**src/hw/ccs_pkg.sv**
```systemverilog
// common command, status and preset block: shared constants and types
// assumes one 50 MHz clock and a synchronous command port upstream

package ccs_pkg;

  // ---------------------------------------------------------------------
  // command port geometry
  // ---------------------------------------------------------------------
  localparam int ADDR_W = 5;
  localparam int DATA_W = 16;

  typedef struct packed {
    logic [ADDR_W-1:0] addr;
    logic [DATA_W-1:0] wdata;
    logic              wr;
    logic              rd;
  } ccs_cmd_s;

  // ---------------------------------------------------------------------
  // command and query addresses
  // ---------------------------------------------------------------------
  localparam logic [ADDR_W-1:0] A_CLEAR_STATUS  = 5'h00;
  localparam logic [ADDR_W-1:0] A_EVENT_ENABLE  = 5'h01;
  localparam logic [ADDR_W-1:0] A_EVENT_STATUS  = 5'h02;
  localparam logic [ADDR_W-1:0] A_INDIV_STATUS  = 5'h03;
  localparam logic [ADDR_W-1:0] A_OP_COMPLETE   = 5'h04;
  localparam logic [ADDR_W-1:0] A_OP_COMPLETE_Q = 5'h05;
  localparam logic [ADDR_W-1:0] A_OPTION_INDEX  = 5'h06;
  localparam logic [ADDR_W-1:0] A_OPTION_DATA   = 5'h07;
  localparam logic [ADDR_W-1:0] A_PPOLL_ENABLE  = 5'h08;
  localparam logic [ADDR_W-1:0] A_POWER_CLEAR   = 5'h09;
  localparam logic [ADDR_W-1:0] A_RECALL        = 5'h0A;
  localparam logic [ADDR_W-1:0] A_RESET         = 5'h0B;
  localparam logic [ADDR_W-1:0] A_SAVE          = 5'h0C;
  localparam logic [ADDR_W-1:0] A_SRQ_ENABLE    = 5'h0D;
  localparam logic [ADDR_W-1:0] A_STATUS_BYTE   = 5'h0E;
  localparam logic [ADDR_W-1:0] A_TRIGGER       = 5'h0F;
  localparam logic [ADDR_W-1:0] A_SELF_TEST     = 5'h10;
  localparam logic [ADDR_W-1:0] A_WAIT          = 5'h11;
  localparam logic [ADDR_W-1:0] A_DEVICE_PRESET = 5'h12;
  localparam logic [ADDR_W-1:0] A_PATH_PRESET   = 5'h13;
  localparam logic [ADDR_W-1:0] A_SYSTEM_PRESET = 5'h14;
  localparam logic [ADDR_W-1:0] A_FACTORY       = 5'h15;
  localparam logic [ADDR_W-1:0] A_OUTPUT_BUF    = 5'h16;
  localparam logic [ADDR_W-1:0] A_SET_PATH      = 5'h17;
  localparam logic [ADDR_W-1:0] A_SET_DEVICE    = 5'h18;
  localparam logic [ADDR_W-1:0] A_SET_SETUP     = 5'h19;
  localparam logic [ADDR_W-1:0] A_SET_PROTECT   = 5'h1A;

  // ---------------------------------------------------------------------
  // status byte and event register fields
  // ---------------------------------------------------------------------
  localparam int STB_ERRQ = 2;
  localparam int STB_QUES = 3;
  localparam int STB_MAV  = 4;
  localparam int STB_ESB  = 5;
  localparam int STB_MSS  = 6;
  localparam int STB_OPER = 7;
  localparam int ESR_OPC  = 0;
  localparam logic [7:0] BYTE_ZERO = 8'h00;
  localparam logic [7:0] SRE_MASK  = 8'hBF;
  localparam logic       PSC_RST   = 1'b1;

  // ---------------------------------------------------------------------
  // instrument settings image
  // ---------------------------------------------------------------------
  localparam int NPATH   = 2;
  localparam int PATH_W  = 8;
  localparam int DEV_W   = 8;
  localparam int SETUP_W = 4;
  localparam int PROT_W  = 4;
  localparam int SLOTS   = 8;
  localparam int OPT_N   = 4;

  typedef struct packed {
    logic [NPATH-1:0][PATH_W-1:0] path;
    logic [DEV_W-1:0]             dev;
    logic [SETUP_W-1:0]           setup;
    logic [PROT_W-1:0]            prot;
  } ccs_settings_s;

  localparam int SET_W = $bits(ccs_settings_s);

  localparam logic [PATH_W-1:0]  PATH_DEF  = 8'h00;
  localparam logic [DEV_W-1:0]   DEV_DEF   = 8'h00;
  localparam logic [SETUP_W-1:0] SETUP_DEF = 4'h0;
  localparam logic [PROT_W-1:0]  PROT_DEF  = 4'h0;

endpackage : ccs_pkg

```
**src/hw/ccs_slot_mem.sv**
```systemverilog
// numbered intermediate settings memory, flip-flop storage
// assumes at most one write per cycle is requested by the owner

`timescale 1ns/100ps

module ccs_slot_mem #(
  parameter int SLOTS = ccs_pkg::SLOTS,
  parameter int W     = ccs_pkg::SET_W
) (
  input  wire logic                     mclk,   // system clock
  input  wire logic                     rstn,   // sync reset, active low
  input  wire logic                     we,     // store strobe
  input  wire logic [$clog2(SLOTS)-1:0] widx,   // slot to store
  input  wire logic [W-1:0]             wdata,  // image to store
  input  wire logic [$clog2(SLOTS)-1:0] ridx,   // slot to read
  output logic      [W-1:0]             rdata   // image held in slot
);

  // ---------------------------------------------------------------------
  // storage
  // ---------------------------------------------------------------------
  logic [W-1:0] slot_reg [SLOTS];

  if (SLOTS < 2) begin : g_chk
    $error("ccs_slot_mem needs at least two slots");
  end

  for (genvar i = 0; i < SLOTS; i++) begin : g_slot
    always_ff @(posedge mclk) begin
      if (!rstn) begin
        slot_reg[i] <= '0;
      end else if (we && widx == ($clog2(SLOTS))'(i)) begin
        slot_reg[i] <= wdata;
      end
    end
  end

  assign rdata = slot_reg[ridx];

endmodule : ccs_slot_mem

```
**src/hw/ccs_common.sv**
```systemverilog
// common command interpreter: status reporting, synchronisation, save and
// recall, self-test, trigger and the four preset scopes.
// assumes an upstream parser that maps each command onto one port access and
// that stops dispatching while hold is high.

`timescale 1ns/100ps

module ccs_common #(
  parameter int                 SLOTS    = ccs_pkg::SLOTS,
  parameter int                 OPT_N    = ccs_pkg::OPT_N,
  parameter logic [OPT_N*16-1:0] OPT_CODE = 64'h0004_0003_0002_0001  // arbitrary codes
) (
  input  wire logic                         mclk,           // 50 MHz clock
  input  wire logic                         rstn,           // sync reset, active low
  input  wire ccs_pkg::ccs_cmd_s            cmd,            // command port
  output ccs_pkg::ccs_settings_s            settings_o,     // active settings
  output logic [ccs_pkg::DATA_W-1:0]        rdata_o,        // read data, cycle after rd
  input  wire logic                         power_on,       // power-up event pulse
  input  wire logic                         exec_busy,      // earlier commands running
  input  wire logic                         settled,        // all signals settled
  input  wire logic [7:0]                   esr_set,        // other event sources
  input  wire logic                         err_avail,      // error queue not empty
  input  wire logic                         ques_sum,       // questionable summary
  input  wire logic                         oper_sum,       // operation summary
  input  wire logic [OPT_N-1:0]             opt_present,    // installed options
  input  wire logic                         file_load,      // file image into slot
  input  wire logic [$clog2(SLOTS)-1:0]     file_slot,      // slot for file image
  input  wire ccs_pkg::ccs_settings_s       file_image,     // image read from file
  input  wire logic                         tst_done,       // self-test finished
  input  wire logic [ccs_pkg::DATA_W-1:0]   tst_code,       // self-test result
  output logic                              tst_start_o,    // self-test start pulse
  output logic                              trig_o,         // manual trigger pulse
  output logic                              clr_event_o,    // clear ques/oper events
  output logic                              hold_o,         // stall later commands
  output logic                              srq_o,          // service request
  output logic                              ist_o,          // parallel poll bit
  output logic                              recall_o        // settings reloaded pulse
);

  localparam int SI_W = $clog2(SLOTS);
  localparam int OI_W = (OPT_N > 1) ? $clog2(OPT_N) : 1;

  if (SLOTS < 2 || SLOTS > 256 || OPT_N < 1 || OPT_N > 256) begin : g_chk
    $error("ccs_common: slot or option count out of range");
  end

  // ---------------------------------------------------------------------
  // command decode
  // ---------------------------------------------------------------------
  function automatic logic hit(input logic [ccs_pkg::ADDR_W-1:0] a,
                               input logic [ccs_pkg::ADDR_W-1:0] want);
    hit = (a == want);
  endfunction : hit

  wire w_cls   = cmd.wr && hit(cmd.addr, ccs_pkg::A_CLEAR_STATUS);
  wire w_ese   = cmd.wr && hit(cmd.addr, ccs_pkg::A_EVENT_ENABLE);
  wire r_esr   = cmd.rd && hit(cmd.addr, ccs_pkg::A_EVENT_STATUS);
  wire w_opc   = cmd.wr && hit(cmd.addr, ccs_pkg::A_OP_COMPLETE);
  wire w_opcq  = cmd.wr && hit(cmd.addr, ccs_pkg::A_OP_COMPLETE_Q);
  wire w_oidx  = cmd.wr && hit(cmd.addr, ccs_pkg::A_OPTION_INDEX);
  wire w_pre   = cmd.wr && hit(cmd.addr, ccs_pkg::A_PPOLL_ENABLE);
  wire w_psc   = cmd.wr && hit(cmd.addr, ccs_pkg::A_POWER_CLEAR);
  wire w_rcl   = cmd.wr && hit(cmd.addr, ccs_pkg::A_RECALL);
  wire w_sav   = cmd.wr && hit(cmd.addr, ccs_pkg::A_SAVE);
  wire w_sre   = cmd.wr && hit(cmd.addr, ccs_pkg::A_SRQ_ENABLE);
  wire w_trg   = cmd.wr && hit(cmd.addr, ccs_pkg::A_TRIGGER);
  wire w_tst   = cmd.wr && hit(cmd.addr, ccs_pkg::A_SELF_TEST);
  wire w_wai   = cmd.wr && hit(cmd.addr, ccs_pkg::A_WAIT);
  wire w_devp  = cmd.wr && hit(cmd.addr, ccs_pkg::A_DEVICE_PRESET);
  wire w_pathp = cmd.wr && hit(cmd.addr, ccs_pkg::A_PATH_PRESET);
  wire w_rst   = cmd.wr && (hit(cmd.addr, ccs_pkg::A_RESET) || hit(cmd.addr, ccs_pkg::A_SYSTEM_PRESET));
  wire w_fact  = cmd.wr && hit(cmd.addr, ccs_pkg::A_FACTORY);
  wire r_obuf  = cmd.rd && hit(cmd.addr, ccs_pkg::A_OUTPUT_BUF);
  wire w_spath = cmd.wr && hit(cmd.addr, ccs_pkg::A_SET_PATH);
  wire w_sdev  = cmd.wr && hit(cmd.addr, ccs_pkg::A_SET_DEVICE);
  wire w_ssup  = cmd.wr && hit(cmd.addr, ccs_pkg::A_SET_SETUP);
  wire w_sprot = cmd.wr && hit(cmd.addr, ccs_pkg::A_SET_PROTECT);

  // ---------------------------------------------------------------------
  // state
  // ---------------------------------------------------------------------
  typedef enum logic [2:0] {
    CCS_IDLE = 3'b001,
    CCS_TEST = 3'b010,
    CCS_WAIT = 3'b100
  } ccs_state_e;

  ccs_state_e                  state_reg, state_next;
  logic [7:0]                  ese_reg, esr_reg, pre_reg, sre_reg;
  logic                        psc_reg;
  logic                        opc_arm_reg, opcq_arm_reg;
  logic [ccs_pkg::DATA_W-1:0]  obuf_reg;
  logic                        obuf_vld_reg;
  logic [OI_W-1:0]             oidx_reg;
  ccs_pkg::ccs_settings_s      set_reg, set_next;
  logic [ccs_pkg::DATA_W-1:0]  rdata_next;
  ccs_pkg::ccs_settings_s      slot_rdata;

  // ---------------------------------------------------------------------
  // completion and status byte
  // ---------------------------------------------------------------------
  // own self-test counts as an earlier command still running
  wire all_done = !exec_busy && settled && (state_reg != CCS_TEST);
  wire opc_fire  = opc_arm_reg && all_done;
  wire opcq_fire = opcq_arm_reg && all_done;
  wire tst_fire  = (state_reg == CCS_TEST) && tst_done;

  wire       esb = |(esr_reg & ese_reg);
  wire [7:0] stb_base = {oper_sum, 1'b0, esb, obuf_vld_reg, ques_sum, err_avail, 2'b00};
  wire       rqs = |(stb_base & sre_reg & ccs_pkg::SRE_MASK);
  wire [7:0] stb = stb_base | ({7'h00, rqs} << ccs_pkg::STB_MSS);
  // ist summarises the status byte through the parallel poll enable
  wire       ist = |(stb & pre_reg);

  // ---------------------------------------------------------------------
  // event status register: a new event wins over the clearing read
  // ---------------------------------------------------------------------
  wire [7:0] esr_hw  = esr_set | ({7'h00, opc_fire} << ccs_pkg::ESR_OPC);
  wire [7:0] esr_kep = (r_esr || w_cls) ? ccs_pkg::BYTE_ZERO : esr_reg;
  wire [7:0] esr_nx  = esr_kep | esr_hw;

  // ---------------------------------------------------------------------
  // enable registers and power-on clear
  // ---------------------------------------------------------------------
  wire pwr_clr = power_on && psc_reg;

  always_ff @(posedge mclk) begin
    if (!rstn) begin
      ese_reg <= ccs_pkg::BYTE_ZERO;
      sre_reg <= ccs_pkg::BYTE_ZERO;
      pre_reg <= ccs_pkg::BYTE_ZERO;
      psc_reg <= ccs_pkg::PSC_RST;
    end else begin
      if (pwr_clr) begin
        ese_reg <= ccs_pkg::BYTE_ZERO;
        sre_reg <= ccs_pkg::BYTE_ZERO;
        pre_reg <= ccs_pkg::BYTE_ZERO;
      end else begin
        if (w_ese) ese_reg <= cmd.wdata[7:0];
        if (w_sre) sre_reg <= cmd.wdata[7:0] & ccs_pkg::SRE_MASK;
        if (w_pre) pre_reg <= cmd.wdata[7:0];
      end
      if (w_psc) psc_reg <= cmd.wdata[0];
    end
  end

  // ---------------------------------------------------------------------
  // event register, synchronisation arms and output buffer
  // ---------------------------------------------------------------------
  // a query result landing in the same cycle as a drain or clear survives
  wire                       obuf_load = opcq_fire || tst_fire;
  wire [ccs_pkg::DATA_W-1:0] obuf_val  = tst_fire ? tst_code : {{(ccs_pkg::DATA_W-1){1'b0}}, 1'b1};

  always_ff @(posedge mclk) begin
    if (!rstn) begin
      esr_reg      <= ccs_pkg::BYTE_ZERO;
      opc_arm_reg  <= 1'b0;
      opcq_arm_reg <= 1'b0;
      obuf_reg     <= '0;
      obuf_vld_reg <= 1'b0;
    end else begin
      esr_reg      <= esr_nx;
      opc_arm_reg  <= w_opc || (opc_arm_reg && !opc_fire && !w_cls);
      opcq_arm_reg <= w_opcq || (opcq_arm_reg && !opcq_fire && !w_cls);
      if (obuf_load) begin
        obuf_reg     <= obuf_val;
        obuf_vld_reg <= 1'b1;
      end else if (w_cls || r_obuf) begin
        obuf_reg     <= '0;
        obuf_vld_reg <= 1'b0;
      end
    end
  end

  // ---------------------------------------------------------------------
  // self-test and wait sequencing
  // ---------------------------------------------------------------------
  always_comb begin
    state_next = state_reg;
    case (state_reg)
      CCS_IDLE: begin
        if (w_tst) state_next = CCS_TEST;
        else if (w_wai) state_next = CCS_WAIT;
      end
      CCS_TEST: begin
        if (tst_done) state_next = CCS_IDLE;
      end
      CCS_WAIT: begin
        if (all_done) state_next = CCS_IDLE;
      end
      default: state_next = CCS_IDLE;
    endcase
  end

  always_ff @(posedge mclk) begin
    if (!rstn) state_reg <= CCS_IDLE;
    else state_reg <= state_next;
  end

  // ---------------------------------------------------------------------
  // intermediate memory
  // ---------------------------------------------------------------------
  wire [SI_W-1:0] arg_slot = cmd.wdata[SI_W-1:0];
  // a file image and a save in one cycle: the command wins, the file is lost
  wire            slot_we  = w_sav || file_load;
  wire [SI_W-1:0] slot_wi  = w_sav ? arg_slot : file_slot;
  wire ccs_pkg::ccs_settings_s slot_wd = w_sav ? set_reg : file_image;

  ccs_slot_mem #(
    .SLOTS (SLOTS),
    .W     (ccs_pkg::SET_W)
  ) u_slots (
    .mclk  (mclk),
    .rstn  (rstn),
    .we    (slot_we),
    .widx  (slot_wi),
    .wdata (slot_wd),
    .ridx  (arg_slot),
    .rdata (slot_rdata)
  );

  // ---------------------------------------------------------------------
  // settings image and presets
  // ---------------------------------------------------------------------
  wire [7:0] path_arg = cmd.wdata[15:8];

  always_comb begin
    set_next = set_reg;
    if (w_fact) begin
      set_next.path  = {ccs_pkg::NPATH{ccs_pkg::PATH_DEF}};
      set_next.dev   = ccs_pkg::DEV_DEF;
      set_next.setup = ccs_pkg::SETUP_DEF;
    end else if (w_rst) begin
      set_next.path  = {ccs_pkg::NPATH{ccs_pkg::PATH_DEF}};
      set_next.dev   = ccs_pkg::DEV_DEF;
    end else if (w_devp) begin
      set_next.dev   = ccs_pkg::DEV_DEF;
    end else if (w_pathp) begin
      for (int p = 0; p < ccs_pkg::NPATH; p++) begin
        if (path_arg == p[7:0]) set_next.path[p] = ccs_pkg::PATH_DEF;
      end
    end else if (w_rcl) begin
      set_next = slot_rdata;
    end else if (w_spath) begin
      for (int p = 0; p < ccs_pkg::NPATH; p++) begin
        if (path_arg == p[7:0]) set_next.path[p] = cmd.wdata[7:0];
      end
    end else if (w_sdev) begin
      set_next.dev = cmd.wdata[ccs_pkg::DEV_W-1:0];
    end else if (w_ssup) begin
      set_next.setup = cmd.wdata[ccs_pkg::SETUP_W-1:0];
    end else if (w_sprot) begin
      set_next.prot = cmd.wdata[ccs_pkg::PROT_W-1:0];
    end
  end

  always_ff @(posedge mclk) begin
    if (!rstn) begin
      set_reg <= {{ccs_pkg::NPATH{ccs_pkg::PATH_DEF}}, ccs_pkg::DEV_DEF,
                  ccs_pkg::SETUP_DEF, ccs_pkg::PROT_DEF};
    end else begin
      set_reg <= set_next;
    end
  end

  // ---------------------------------------------------------------------
  // option table
  // ---------------------------------------------------------------------
  wire [15:0] opt_word;
  wire [15:0] opt_list [OPT_N];

  for (genvar o = 0; o < OPT_N; o++) begin : g_opt
    assign opt_list[o] = opt_present[o] ? OPT_CODE[o*16 +: 16] : 16'h0000;
  end

  assign opt_word = (oidx_reg < OPT_N) ? opt_list[oidx_reg] : 16'h0000;

  always_ff @(posedge mclk) begin
    if (!rstn) oidx_reg <= '0;
    else if (w_oidx) oidx_reg <= cmd.wdata[OI_W-1:0];
  end

  // ---------------------------------------------------------------------
  // read mux
  // ---------------------------------------------------------------------
  always_comb begin
    rdata_next = '0;
    if (!cmd.rd) rdata_next = '0;
    else if (hit(cmd.addr, ccs_pkg::A_EVENT_ENABLE)) rdata_next = {8'h00, ese_reg};
    else if (hit(cmd.addr, ccs_pkg::A_EVENT_STATUS)) rdata_next = {8'h00, esr_reg};
    else if (hit(cmd.addr, ccs_pkg::A_INDIV_STATUS)) rdata_next = {15'h0000, ist};
    else if (hit(cmd.addr, ccs_pkg::A_OPTION_DATA))  rdata_next = opt_word;
    else if (hit(cmd.addr, ccs_pkg::A_PPOLL_ENABLE)) rdata_next = {8'h00, pre_reg};
    else if (hit(cmd.addr, ccs_pkg::A_POWER_CLEAR))  rdata_next = {15'h0000, psc_reg};
    else if (hit(cmd.addr, ccs_pkg::A_SRQ_ENABLE))   rdata_next = {8'h00, sre_reg};
    else if (hit(cmd.addr, ccs_pkg::A_STATUS_BYTE))  rdata_next = {8'h00, stb};
    else if (hit(cmd.addr, ccs_pkg::A_OUTPUT_BUF))   rdata_next = obuf_reg;
    else if (hit(cmd.addr, ccs_pkg::A_SET_DEVICE))   rdata_next = {8'h00, set_reg.dev};
    else if (hit(cmd.addr, ccs_pkg::A_SET_SETUP))    rdata_next = {12'h000, set_reg.setup};
    else if (hit(cmd.addr, ccs_pkg::A_SET_PROTECT))  rdata_next = {12'h000, set_reg.prot};
  end

  // ---------------------------------------------------------------------
  // registered outputs
  // ---------------------------------------------------------------------
  always_ff @(posedge mclk) begin
    if (!rstn) begin
      rdata_o     <= '0;
      tst_start_o <= 1'b0;
      trig_o      <= 1'b0;
      clr_event_o <= 1'b0;
      hold_o      <= 1'b0;
      srq_o       <= 1'b0;
      ist_o       <= 1'b0;
      recall_o    <= 1'b0;
    end else begin
      rdata_o     <= rdata_next;
      tst_start_o <= w_tst && (state_reg == CCS_IDLE);
      trig_o      <= w_trg;
      clr_event_o <= w_cls;
      hold_o      <= (state_next == CCS_WAIT);
      srq_o       <= rqs;
      ist_o       <= ist;
      recall_o    <= w_rcl;
    end
  end

  assign settings_o = set_reg;

endmodule : ccs_common

```
**config.mk**
```make
export PLATFORM = sky130hd
export DESIGN_NAME = ccs_common
export DESIGN_NICKNAME = d
export VERILOG_FILES = /design/src/hw/ccs_pkg.sv /design/src/hw/ccs_slot_mem.sv /design/src/hw/ccs_common.sv
export SDC_FILE = /design/constraint.sdc
export NUM_CORES = 1
export LEC_CHECK = 0
export ABC_AREA = 1
export BUFFER_PORTS_ARGS = -buffer_cell sky130_fd_sc_hd__buf_4
export CORE_MARGIN = 2
export CORE_UTILIZATION = 40
export CTS_BUF_LIST = sky130_fd_sc_hd__clkbuf_8
export DETAILED_ROUTE_END_ITERATION = 10
export MAX_ROUTING_LAYER = met4
export RECOVER_POWER = 25
export SYNTH_ARGS = -nofsm -noshare
export SYNTH_HDL_FRONTEND = slang
export SYNTH_HIERARCHICAL = 1
export SYNTH_SLANG_ARGS = --single-unit
export TNS_END_PERCENT = 30
```
**constraint.sdc**
```tcl
create_clock -name mclk -period 7.76 [get_ports mclk]
set_input_delay 1.552 -clock mclk [delete_from_list [all_inputs] [get_ports mclk]]
set_output_delay 1.552 -clock mclk [all_outputs]
set_load 0.005 [all_outputs]
```
# Word level (Yosys, flattened, before mapping)
# Memory sizes are Yosys's and may differ from the RTL's.
# Index checks and enable logic that the tools add are counted.
[totals]
ff_bits = 111
mem_count = 1
inputBits = 96
output_inout_bits = 55
word_cells = 247
ramBits = 256
[mem_list]
columns = ["name", "depth", "word_bits", "read_ports", "rd_clocked_by_memory_dff", "write_ports", "line_no", "text"]
rows = [
  ["u_slots.slot_reg", 8, 32, 1, 0, 8, "ccs_slot_mem.sv:22", "logic [W-1:0] slot_reg [SLOTS];"],
]
[classes]
bitwise = 21
n_eq_ne = 44
n_reduce_logical = 77
magnitude_cmp = 1
muxes = 78
[op_table]
columns = ["operator", "n"]
rows = [
  ["2-to-1 mux 32 bit", 10],
  ["2-to-1 mux 16 bit", 14],
  ["2-to-1 mux 8 bit", 11],
  ["equality test 5 bit, second input constant", 11],
  ["logical AND 1 bit", 42],
  ["equality test 5 x 4 -> 1 bit, second input constant", 8],
  ["binary-select mux 16 bit (select 2 bit)", 1],
  ["2-to-1 mux 1 bit", 28],
  ["AND 8 bit", 3],
  ["equality test 5 x 3 -> 1 bit, second input constant", 4],
  ["2-to-1 mux 4 bit", 5],
  ["equality test 3 bit, second input constant", 6],
  ["2-to-1 mux 3 bit", 6],
  ["OR reduction 8 bit", 2],
  ["nonzero test 2 bit", 6],
  ["equality test 5 x 2 -> 1 bit, second input constant", 2],
  ["equality test 3 x 2 -> 1 bit, second input constant", 3],
  ["one-hot mux 3 bit (3 select lines)", 1],
  ["equality test 8 x 1 -> 1 bit, second input constant", 1],
  ["logical NOT 8 bit", 1],
  ["bitwise OR 1 bit", 8],
  ["bitwise OR 8 x 1 -> 8 bit", 1],
  ["bitwise OR 8 x 7 -> 8 bit", 1],
  ["bitwise OR 8 bit", 1],
  ["24 further kinds", 45],
]

# Logic depth before layout (Yosys ltp)
[logic_depth]
word_depth = 13
ltp_mapped = 14
mapped_depth_nobuf = 12

# By module
# The synthesis kept the hierarchy.
[modules_own_cells]
columns = ["module", "area_per_inst_um2", "seq_area_each_um2", "cells_each", "n_inst"]
rows = [
  ["ccs_slot_mem", 12439.4, 7687.4, 1455, 1],
  ["ccs_common", 5607.9, 2222.1, 803, 1],
]

# Worst setup path after synthesis
# Ideal clock, no wire load.
[synth_timing]
path_type = "input port to flip-flop"
from = "in cmd[22] (netlist name)"
to = "mem u_slots/slot_reg[7][0] (netlist name) (enable)"
path_slack_ns = 2.100
setup_time_ns = 0.466
path_stages = 9
t_arrival_ns = 5.194
path_cell_list = "inv_1 -> nand3_2 -> inv_1 -> nand3_1 -> buf_2 -> clkbuf_1 -> o21ai_0 -> nand2_1 -> o21ai_0"
[synth_lines]
columns = ["element", "line_no", "text"]
rows = [
  ["start, declared", "ccs_common.sv:15", "input wire ccs_pkg::ccs_cmd_s cmd,"],
  ["end, declared", "ccs_slot_mem.sv:22", ""],
]

# Worst setup path after layout
[layout_timing]
from = "in cmd[1] (netlist name)"
to = "reg set_reg, in the netlist settings_o[27]"
[layout_between]
elab_chain_cells = 3
elab_cells_between_ends = 14
cone_classes = "eq/ne (1); mux (2); bitwise (1); reduce/logical (10)"
[layout_rtl]
columns = ["element", "line_no", "text"]
rows = [
  ["logical AND 1 bit (on tied branches)", "n/a", ""],
  ["!= test 2 x 1 -> 1 bit (no source line) (tied with other cells)", "n/a", ""],
  ["AND reduction 4 bit (no source line) or 2-to-1 mux 16 bit (tied branches)", "n/a", ""],
  ["end signal, assigned", "ccs_common.sv:259", "set_reg <= {{ccs_pkg::NPATH{ccs_pkg::PATH_DEF}}, ccs_pkg::DEV_DEF,"],
  ["end signal, assigned", "ccs_common.sv:262", "set_reg <= set_next;"],
  ["end, declared", "ccs_common.sv:95", "ccs_pkg::ccs_settings_s set_reg, set_next;"],
]
# Parallel ways exist; a longest one is shown, timed or not.
# A chain may end at the register's enable or synchronous reset.

==> flow_summary.ini <==
[logic_synthesis]
synth_area_um2 = 18050
syn_inst = 2258
synth_top_family_by_area = simple AND/OR/NAND/NOR gates
synth-simple-area-share = 0.2713
ys.flop_type = edfxtp_1
synth_xor_area_frac = 0
yosys.area_share.adder = 0
syn_nets = 2354
ys_types = 42
synth_area_per_cell_um2 = 7.993
ys_ff_latch = 367
synth_edf_count = 256
yosysWarnings = 6
ys_seq_area_frac = 0.5491
muxShareOfSynthArea = 0.01498
synthArstFlopShare = 0
synth_compound_area_frac = 0.05539

[grt]
grt_pass1_vias = 14530
grt_max_degree = 94
antenna_found_initial = 1
grt_pass1_wl_mm = 83.72
grt_usage = 0.2402
grt-ovfl-total = 0

[power]
p_per_area_nw_per_um2 = 209.7
clkPwrFrac = 0.391
cell_internal_pwr_mw = 3.229
ir_worst_vdd_uv = 116.5
p_sw_frac = 0.2595
p_switching_mw = 1.131
p_leak_nw = 9.712
p_seq_frac = 0.508
pwr-share-comb = 0.101

[setup_path]
critPathKind = input pin to flop
worstPathArrival_ns = 6.27
start_kind = input pin
endpoint_kind = flop
worstPathRequired_ns = 8.30
crit_path_max_fanout = 47

[sta]
relSlewSlack = -0.7588
setup_ws_ns = 2.026
tightest_slew_ns = 2.638
drv_slew = 84
min_period_ns = 5.734
period_share = 0.7389
setup_viol = 0
rsz0062_at_grt = false
setup_tns_ns = 0
clock.fmax_mhz = 174.4
hold_viol_final = 0
fin_skew_ns = 0.03002

[clock_network]
path_clk_slew_ns = 0.06
cts_tree = built
cts_root_buf = clkbuf_8
clock-sinks = 367
clock_path_buffers = 3
post_cts_resized = 0
clock_latency_ns = 0.67
cts_buffers = 60
post-cts-setup-buffer-count = 0
hold_buffers = 0
h-tree-depth = 2

[drt]
dr_total_vias = 15370
viasPerCell = 5.068
totalWireLength_mm = 55.11
route.detailed.drc = 0
drtAntennaViolNets = 0
wl_per_cell_um = 18.18
dr.first_iter.drc_count = 1302
drtPass1Iterations = 5

[flow_run]
cap_violations = 2

[placed_design]
post_dp_cell_area_um2 = 19630
hpwl_mm = 34.45
gp_congestion = 0.9079
place_ws_ns = 2.615
port_buffers = 150

[floorplanning]
die_w_um = 216.4
rows = 77
ios = 151
die_area_um2 = 46830
die_y_um = 216.4
coreArea_um2 = 44410
start_util = 0.4063

[run_status]
status = complete, but fails checks
violations = capacitance limit, slew limit

[finish]
layout_commonest_cell = nand2_1
nets = 2486
areaGrowthSynthToFinish_pct = 15.21
drive_gt1_frac = 0.1292
final_cell_mix = 626 x nand2_1, 401 x inv_1, 341 x nor2_1, 256 x edfxtp_1, 205 x nand3_1
fin_area_um2 = 20790
largest_reg_flops = 256

[worst_hold_path]
hold_path.class = flop to flop
-- cell type report --
cell class                 instances  area, um2
fill                            4418      23620
sequential                       367       9910
multi-input combinational       1395       6171
inverter                         391       1469
timing repair buffer             175       1276
clock buffer                      76       1046
tap                              592      740.7
clock inverter                    35      177.7
antenna                            1      2.502
-- metrics by stage --
stage | std cells | hold WS, ns | util | power (mW)
floorplan | 2258 | 0.4084 | - | 2.519
global placement | 2920 | 0.4143 | 0.4419 | 2.685
detailed placement | 2920 | 0.4157 | 0.4419 | 2.693
CTS | 3031 | 0.4342 | 0.4695 | 4.400
global route | 3032 | 0.4545 | 0.4682 | 4.541
finish | 3032 | 0.4322 | 0.4682 | 4.360
-- layer usage --
layer | part of all wire | vias up | global-route usage | wire length (um)
li1 | - | 7342 | - | -
met3 | 0.075 | 133 | 0.03214 | 4156
met4 | 0.033 | 0 | 0.09658 | 1842
met5 | 0 | - | - | 0
met2 | 0.45 | 653 | 0.3653 | 24840
met1 | 0.44 | 7237 | 0.3257 | 24270
-- cell usage after synthesis, types with 2 or more instances --
cell / instances / area (um2)
a21oi_1: 48 / 240.2
o21ai_0: 65 / 325.3
o21ai_2: 4 / 35.03
mux2_2: 24 / 270.3
o21ai_1: 3 / 15.01
inv_1: 379 / 1423
o211ai_1: 7 / 52.55
a211oi_2: 2 / 25.02
nor2_1: 342 / 1284
inv_2: 12 / 45.04
clkbuf_1: 26 / 97.59
o21bai_1: 4 / 30.03
buf_1: 8 / 30.03
a311oi_1: 4 / 35.03
nor3_1: 4 / 20.02
dfxtp_1: 111 / 2222
nor3_2: 3 / 30.03
nor2_2: 5 / 31.28
nor4_1: 2 / 12.51
a31oi_1: 4 / 25.02
edfxtp_1: 256 / 7687
buf_2: 67 / 335.3
nand4_1: 6 / 37.54
o21a_1: 6 / 45.04
nand2_2: 5 / 31.28
nor2_4: 3 / 33.78
a211oi_1: 14 / 105.1
nand3_1: 204 / 1021
buf_6: 3 / 33.78
nand2_1: 625 / 2346
-- final timing paths --
check                    start        endpoint  slack [ns]  cells after the start
setup / recovery        cmd[1]  settings_o[27]        2.03                     11
hold / removal    obuf_reg[14]     rdata_o[14]        0.43                      2
setup reg to reg  state_reg[1]    obuf_reg[10]        5.42                     10
hold reg to reg   obuf_reg[14]     rdata_o[14]        0.43                      2
-- worst max-delay path, cell delays in order --
cell and delay (ns):
clkbuf_1 0.16, inv_1 0.23, nor2_4 0.12, clkbuf_1 1.87
nand2_1 1.08, nand2_1 0.71, nand2_1 0.19, nand2_1 0.10
nand2_1 0.07, o21ai_0 0.11, nor2_1 0.06
-- cell families (layout without fill, tap and decap cells) --
family | Yosys count | count (layout)
AO/OA/AOI/OAI | 168 | 168
buffers and inverters | 496 | 677
flip-flops | 367 | 367
multiplexers | 24 | 24
other | 0 | 1
AND/OR/NAND/NOR | 1203 | 1203
-- power by group through the flow --
| stage | Sequential [mW] | Clock (mW) | Combinational [mW] |
|---|---|---|---|
| after floorplan | 2.25 | 0 | 0.269 |
| after global placement | 2.25 | 0 | 0.430 |
| after detailed placement | 2.26 | 0 | 0.436 |
| after CTS | 2.22 | 1.75 | 0.438 |
| after global routing | 2.22 | 1.83 | 0.488 |
| final | 2.22 | 1.71 | 0.439 |
No activity file was read; power rests on OpenSTA's default activity.
